## config.mk

```make
export PLATFORM = sky130hd
export DESIGN_NAME = plc_link_cap_regs
export DESIGN_NICKNAME = d
export VERILOG_FILES = /design/src/hw/plc_pkg.sv /design/src/hw/plc_link_cap_regs.sv
export SDC_FILE = /design/constraint.sdc
export NUM_CORES = 1
export LEC_CHECK = 0
export BUFFER_PORTS_ARGS = -buffer_cell sky130_fd_sc_hd__buf_4
export CORE_MARGIN = 2
export CORE_UTILIZATION = 43
export CTS_CLUSTER_SIZE = 24
export DETAILED_ROUTE_END_ITERATION = 16
export HOLD_SLACK_MARGIN = 0.02
export PLACE_DENSITY = 0.79
export SLEW_MARGIN = 20
export SYNTH_ARGS = -nofsm -noshare
export SYNTH_HDL_FRONTEND = slang
export SYNTH_SLANG_ARGS = --single-unit
```

## constraint.sdc

```tcl
create_clock -name clk_in -period 2 [get_ports clk_in]
set_input_delay 0 -clock clk_in [delete_from_list [all_inputs] [get_ports clk_in]]
set_output_delay 0 -clock clk_in [all_outputs]
set_load 0.05 [all_outputs]
```

## src/hw/plc_pkg.sv

```systemverilog
/*
 * Package for the port link capability register bank: configuration offsets,
 * field positions, reset values and the state carrier of the bank.
 * Assumes dword-aligned configuration accesses with four byte enables.
 */
package plc_pkg;

	// ------------------------------------------------------------------
	// configuration offsets (byte addresses of aligned dwords)
	// ------------------------------------------------------------------
	localparam int unsigned PLC_ADDR_W = 12;
	localparam logic [11:0] PLC_OFS_DEV_CTL_STS = 12'h0A8; // status in upper half
	localparam logic [11:0] PLC_OFS_LINK_CAP = 12'h0AC;
	localparam logic [11:0] PLC_OFS_L0S_TABLE = 12'h22C;

	// ------------------------------------------------------------------
	// device status field (dword at A8h, status word is bits 31:16)
	// ------------------------------------------------------------------
	localparam int unsigned PLC_CED_BIT = 16; // status bit 0
	localparam int unsigned PLC_CED_LANE = 2;

	// ------------------------------------------------------------------
	// link capability fields
	// ------------------------------------------------------------------
	localparam int unsigned PLC_PORT_LSB = 24;
	localparam int unsigned PLC_LINK_ACTIVE_BIT = 20;
	localparam int unsigned PLC_SURPRISE_DOWN_BIT = 19;
	localparam int unsigned PLC_REFCLK_TOL_BIT = 18;
	localparam int unsigned PLC_L1_LAT_LSB = 15;
	localparam int unsigned PLC_L0S_LAT_LSB = 12;
	localparam int unsigned PLC_ASPM_LSB = 10;
	localparam int unsigned PLC_LANES_LSB = 4;
	localparam int unsigned PLC_SPEED_LSB = 0;
	localparam int unsigned PLC_L1_LANE_LO = 1; // bit 15
	localparam int unsigned PLC_L1_LANE_HI = 2; // bits 17:16
	localparam int unsigned PLC_ASPM_LANE = 1;

	localparam logic [7:0] PLC_PORT_INDEX = 8'h02;
	localparam logic PLC_LINK_ACTIVE_CAP = 1'b0;
	localparam logic PLC_SURPRISE_DOWN_CAP = 1'b0;
	localparam logic PLC_REFCLK_TOLERANT = 1'b0;
	localparam logic [2:0] PLC_L1_LAT_RST = 3'h2; // 2 us to under 4 us
	localparam logic [2:0] PLC_L0S_LAT_RST = 3'h4; // 512 ns to under 1 us
	localparam logic [1:0] PLC_ASPM_RST = 2'h3; // L1 and L0s
	localparam logic [5:0] PLC_MAX_LANES = 6'h10; // sixteen lanes
	localparam logic [3:0] PLC_MAX_SPEED = 4'h1; // 2.5 Gb/s
	localparam logic [31:0] PLC_LINK_CAP_RST = 32'h02014D01;

	// ------------------------------------------------------------------
	// L0s latency table at 22Ch
	// ------------------------------------------------------------------
	localparam int unsigned PLC_TBL_NONCOMMON_LSB = 0;
	localparam int unsigned PLC_TBL_COMMON_LSB = 3;
	localparam logic [2:0] PLC_TBL_NONCOMMON_RST = 3'h4;
	localparam logic [2:0] PLC_TBL_COMMON_RST = 3'h4;

	// ------------------------------------------------------------------
	// carriers
	// ------------------------------------------------------------------
	typedef struct packed {
		logic rd;
		logic wr;
		logic [11:0] addr;
		logic [3:0] be;
		logic [31:0] wdata;
	} plc_cfg_req_s;

	typedef struct packed {
		logic ced;
		logic [2:0] l1_lat;
		logic [1:0] aspm;
		logic l1_locked;
		logic aspm_locked;
		logic [2:0] lat_common;
		logic [2:0] lat_noncommon;
		logic [31:0] rdata;
		logic rvalid;
	} plc_state_s;

endpackage : plc_pkg

```

## src/hw/plc_link_cap_regs.sv

```systemverilog
/*
 * Register bank of a root port: correctable error flag of device status,
 * the link capability dword and the L0s latency table behind it.
 * Assumes configuration requests and the error pulse come from logic on
 * clk_in, and that the common clock bit is a level from link control.
 */
`timescale 1ns/1ns
`default_nettype none

// Behaviour
// - flag sets on error, regardless of reporting
// - flag sets even when error masked
// - flag resets zero, clears by writing one
// - bits 31:24 read port index 02h
// - bit 20 link-active reporting reads zero
// - bit 19 surprise-down reporting reads zero
// - bit 18 zero, refclk must stay on
// - bits 17:15 write-once L1 latency, 010b
// - bits 14:12 read-only L0s latency, 100b
// - common clock bit picks L0s table entry
// - bits 11:10 write-once ASPM support, 11b
// - bits 9:4 read sixteen lanes, 10h
// - bits 3:0 read 2.5 Gb/s, 1h
// - common clock set means shared refclk
module plc_link_cap_regs (
	input wire logic clk_in,
	input wire logic rst_n_in,
	input wire plc_pkg::plc_cfg_req_s cfg_req_in,
	input wire logic corr_err_detect_in,
	input wire logic common_refclk_config_in,
	output logic [31:0] cfg_rdata_out,
	output logic cfg_rvalid_out,
	output logic correctable_error_flag_out,
	output logic [2:0] l0s_exit_latency_out
);
	import plc_pkg::*;

	// ------------------------------------------------------------------
	// helpers
	// ------------------------------------------------------------------

	// request hits the dword at the given offset
	function automatic logic plc_hit(input plc_cfg_req_s req, input logic [11:0] ofs);
		plc_hit = (req.addr[11:2] == ofs[11:2]);
	endfunction : plc_hit

	// L0s exit latency seen by the link for a given clock setting
	function automatic logic [2:0] plc_l0s_pick(input plc_state_s s, input logic common);
		plc_l0s_pick = common ? s.lat_common : s.lat_noncommon;
	endfunction : plc_l0s_pick

	// assemble the link capability dword
	function automatic logic [31:0] plc_link_cap(input plc_state_s s, input logic common);
		logic [31:0] w;
		w = 32'h00000000;
		w[PLC_PORT_LSB +: 8] = PLC_PORT_INDEX;
		w[PLC_LINK_ACTIVE_BIT] = PLC_LINK_ACTIVE_CAP;
		w[PLC_SURPRISE_DOWN_BIT] = PLC_SURPRISE_DOWN_CAP;
		w[PLC_REFCLK_TOL_BIT] = PLC_REFCLK_TOLERANT;
		w[PLC_L1_LAT_LSB +: 3] = s.l1_lat;
		w[PLC_L0S_LAT_LSB +: 3] = plc_l0s_pick(s, common);
		w[PLC_ASPM_LSB +: 2] = s.aspm;
		w[PLC_LANES_LSB +: 6] = PLC_MAX_LANES;
		w[PLC_SPEED_LSB +: 4] = PLC_MAX_SPEED;
		plc_link_cap = w;
	endfunction : plc_link_cap

	// ------------------------------------------------------------------
	// state
	// ------------------------------------------------------------------
	plc_state_s state_q;
	plc_state_s state_d;
	logic wr_dev_sts;
	logic wr_link_cap;
	logic wr_table;
	logic ced_clear;

	// address decode of the current request
	assign wr_dev_sts = cfg_req_in.wr && plc_hit(cfg_req_in, PLC_OFS_DEV_CTL_STS);
	assign wr_link_cap = cfg_req_in.wr && plc_hit(cfg_req_in, PLC_OFS_LINK_CAP);
	assign wr_table = cfg_req_in.wr && plc_hit(cfg_req_in, PLC_OFS_L0S_TABLE);
	assign ced_clear = wr_dev_sts && cfg_req_in.be[PLC_CED_LANE] && cfg_req_in.wdata[PLC_CED_BIT];

	// ------------------------------------------------------------------
	// next state
	// ------------------------------------------------------------------
	always_comb begin
		state_d = state_q;
		state_d.rvalid = 1'b0;

		// error flag: detection sets regardless of enables or masks,
		// a one written clears, and a detection in that cycle wins
		if (corr_err_detect_in) begin
			state_d.ced = 1'b1;
		end else if (ced_clear) begin
			state_d.ced = 1'b0;
		end

		// L1 latency takes a write only when both lanes come together
		if (wr_link_cap && !state_q.l1_locked
			&& cfg_req_in.be[PLC_L1_LANE_LO] && cfg_req_in.be[PLC_L1_LANE_HI]) begin
			state_d.l1_lat = cfg_req_in.wdata[PLC_L1_LAT_LSB +: 3];
			state_d.l1_locked = 1'b1;
		end

		// ASPM support takes its first write, codes stored as written
		if (wr_link_cap && !state_q.aspm_locked && cfg_req_in.be[PLC_ASPM_LANE]) begin
			state_d.aspm = cfg_req_in.wdata[PLC_ASPM_LSB +: 2];
			state_d.aspm_locked = 1'b1;
		end

		// latency table, plain read-write per lane 0
		if (wr_table && cfg_req_in.be[0]) begin
			state_d.lat_noncommon = cfg_req_in.wdata[PLC_TBL_NONCOMMON_LSB +: 3];
			state_d.lat_common = cfg_req_in.wdata[PLC_TBL_COMMON_LSB +: 3];
		end

		// read data, one cycle after the request; unmapped reads zero
		if (cfg_req_in.rd) begin
			state_d.rvalid = 1'b1;
			state_d.rdata = 32'h00000000;
			if (plc_hit(cfg_req_in, PLC_OFS_DEV_CTL_STS)) begin
				state_d.rdata[PLC_CED_BIT] = state_q.ced;
			end else if (plc_hit(cfg_req_in, PLC_OFS_LINK_CAP)) begin
				state_d.rdata = plc_link_cap(state_q, common_refclk_config_in);
			end else if (plc_hit(cfg_req_in, PLC_OFS_L0S_TABLE)) begin
				state_d.rdata[PLC_TBL_NONCOMMON_LSB +: 3] = state_q.lat_noncommon;
				state_d.rdata[PLC_TBL_COMMON_LSB +: 3] = state_q.lat_common;
			end
		end
	end

	// ------------------------------------------------------------------
	// registers
	// ------------------------------------------------------------------

	// synchronous reset to documented defaults
	always_ff @(posedge clk_in) begin
		if (!rst_n_in) begin
			state_q.ced <= 1'b0;
			state_q.l1_lat <= PLC_L1_LAT_RST;
			state_q.aspm <= PLC_ASPM_RST;
			state_q.l1_locked <= 1'b0;
			state_q.aspm_locked <= 1'b0;
			state_q.lat_common <= PLC_TBL_COMMON_RST;
			state_q.lat_noncommon <= PLC_TBL_NONCOMMON_RST;
			state_q.rdata <= 32'h00000000;
			state_q.rvalid <= 1'b0;
		end else begin
			state_q <= state_d;
		end
	end

	// ------------------------------------------------------------------
	// outputs
	// ------------------------------------------------------------------

	// all from flops except the latency pick, a mux of flops
	assign cfg_rdata_out = state_q.rdata;
	assign cfg_rvalid_out = state_q.rvalid;
	assign correctable_error_flag_out = state_q.ced;
	assign l0s_exit_latency_out = plc_l0s_pick(state_q, common_refclk_config_in);

endmodule : plc_link_cap_regs

`default_nettype wire

```

==> metrics.txt <==
status finished, final reports clean; sequential area share after synthesis 0.383; Crit. End Element flop; max frequency ~560 MHz; Startpoint Class input pin; Slew Limit Fails 0; via count 1226; clk_skew between 0.009 and 0.01 ns; # nets final between 200 and 300; crit-path cells buf_4 > or4b_4 > nor4_2 > mux2i_1 > nand2_1 > dlygate4sd3_1; Final setup viols 0; Seq cells post-synth 30; Post-CTS Setup Inserts 0; vias per cell roughly 4.6; minimum clock period 1.78 ns; worst r2r src state_q[40]; worst reg2reg path depth 5; R2R Setup Slk between 0.2 and 0.25 ns; multi-input logic area 751 µm²; layout cells sized above 1 0.315; DIE AREA just over 0.004 mm²; post-CTS sizing 0; YS warnings 0; final hold slack 0.0434 ns; Mapped Cells ~160; final wirelength 3.17 mm; First DRT Iteration DRCs just under 60; VDD IR max between 0.0002 and 0.0003 V; highest-count cells in the layout ignoring fill and taps buf_4, dfxtp_1, dlygate4sd3_1; Hold WC Path Type input pin to flop; Routed Antenna Nets 0; chip width approximately 64 µm; FF+latch area about 600 µm²; CP Max Fanout 5; top_reg_cell synth dfxtp_1; Final HPWL DP around 2.3 mm; Starting Density 0.459; Post-synth ARST share 0; MaxCap Viol Count 0; clk_lat worst skew roughly 0.34 ns; Placer Congestion around 0.80; number of flops mapped to enable cells by yosys 0; initial antenna violation count 0; slowest CP cell or4b_4; wire length per cell approximately 12 µm; Sink Count 30; Post-Syn Area between 0.0015 and 0.002 mm²; synth unique cells 38; Core Region 0.00342 mm²; I/O pin total between 90 and 100; RSZ-0062 raised after global routing no; Worst Hold Depth 4; std cell rows 21; LEAKAGE 0.836 nW; Root Driver clkbuf_4; diode count 0; reg2reg end state_q[44]; CTS tree built; Hold Buf Count CTS 19; PD cells roughly 570 mW/mm²; CTS max path bufs 2; PortBufs 50; Fin. Hold Viols 0; worst path required time approximately 2.2 ns; Synth area leader dfxtp_1; average size of a mapped cell approximately 9.6 µm²; count of buffer and inverter cells on the critical path 2; top cell type's share of synthesized area 0.383; Vert. Die Dim roughly 64 µm; drt drc 0; CTS clock-pin slew for the worst setup and hold paths around 0.10 ns; final period utilization 0.892; vias in the first global route roughly 1200; worst hold start cfg_req_in[38]; commonest non-fill, non-tap cell in the layout buf_4; GR Overflow Total 0; Fin Setup TNS 0 ns; clock buffer count from CTS 5; Largest stage delay, worst path ~0.60 ns; Total GRT Usage 0.171; Crit path max-delay family simple AND/OR/NAND/NOR gates; pin count of the biggest net entering global routing 34; arrival time worst endpoint 2.02 ns; hold path endpoint cfg_rdata_out[0]; Worst Setup Path Type input pin to flop; P&R area growth vs syn 30.8%; First-pass DRT Iterations 4; global-route wire length before repair approximately 5.4 mm; fill count between 300 and 400; Max H-tree Level 2; largest cells by area after synthesis dfxtp_1, buf_4, mux2i_1
[synthesized netlist by cell type (2+ instances only)]
| cell type | instances |
|---|---|
| a21boi_0 | 2 |
| a21boi_1 | 5 |
| a22o_1 | 6 |
| buf_4 | 32 |
| clkbuf_1 | 5 |
| dfxtp_1 | 30 |
| inv_1 | 2 |
| mux2_2 | 3 |
| mux2i_1 | 12 |
| nand2_1 | 12 |
| nand2b_1 | 8 |
| nand3_1 | 9 |
| nand3b_1 | 2 |
| nor2b_1 | 11 |
| nor4_4 | 2 |
[per-layer routing]
layer,track usage,share of wire,vias up
met5,0,0,-
met4,0.0878,0.017,0
met3,0.0458,0.071,6
met2,0.273,0.47,46
met1,0.211,0.44,553
li1,-,-,621
[worst max path at each step]
stage	slack, ns	cells after the start	startpoint	end
final	0.22	6	cfg_req_in[44]	state_q[41]
after global routing	0.12	5	state_q[40]	state_q[44]
after CTS	0.21	5	state_q[40]	state_q[44]
after detailed placement	0.41	5	cfg_req_in[44]	state_q[44]
after global placement	0.41	5	cfg_req_in[44]	state_q[42]
after floorplan	0.63	4	cfg_req_in[44]	cfg_rdata_out[0]
[flip-flops by register name, summed over array words and instances (netlist names)]
signal	cells
cfg_rdata_out	15
cfg_rvalid_out	1
correctable_error_flag_out	1
state_q	13
[metrics by stage]
step	cells	area [µm²]	total power, W	utilization	setup WS [ns]
after floorplan	179	1620	0.000753	-	0.631
after global placement	238	1800	0.000789	0.527	0.413
after detailed placement	238	1800	0.000790	0.527	0.407
after CTS	265	2050	0.00118	0.600	0.210
after global routing	265	2050	0.00123	0.600	0.115
final	265	2050	0.00118	0.600	0.215
[cells by family (layout without fill, tap and decap cells)]
group / after synthesis / in the layout / share of synthesized area
multiplexers: 15 / 15 / 0.0982
other: 1 / 16 / 0.00239
flip-flops: 30 / 30 / 0.383
AND/OR/NAND/NOR: 58 / 58 / 0.246
buffers and inverters: 40 / 80 / 0.173
AO/OA/AOI/OAI: 20 / 20 / 0.0966
[worst register-to-register path, cell delays in order (launching register included)]
cell           delay (ns)
dfxtp_1              0.31
nand4b_1             0.20
nor4_4               0.29
mux2i_1              0.23
nand2_1              0.07
dlygate4sd3_1        0.56
[layout make-up]
type / count / area share
clock buffer: 7 / 0.0269
inverter: 2 / 0.00366
tap: 46 / 0.0281
sequential: 30 / 0.293
timing repair buffer: 70 / 0.280
multi-input combinational: 109 / 0.366
clock inverter: 1 / 0.00244
[power breakdown]
part           total, W  switching, W  internal, W  leakage (nW)
sequential     0.000601    0.00000139     0.000599         0.242
clock          0.000377      0.000207     0.000170        0.0353
combinational  0.000199      0.000123    0.0000760         0.558
total           0.00118      0.000332     0.000845         0.836
No activity file was read; power rests on OpenSTA's default activity.
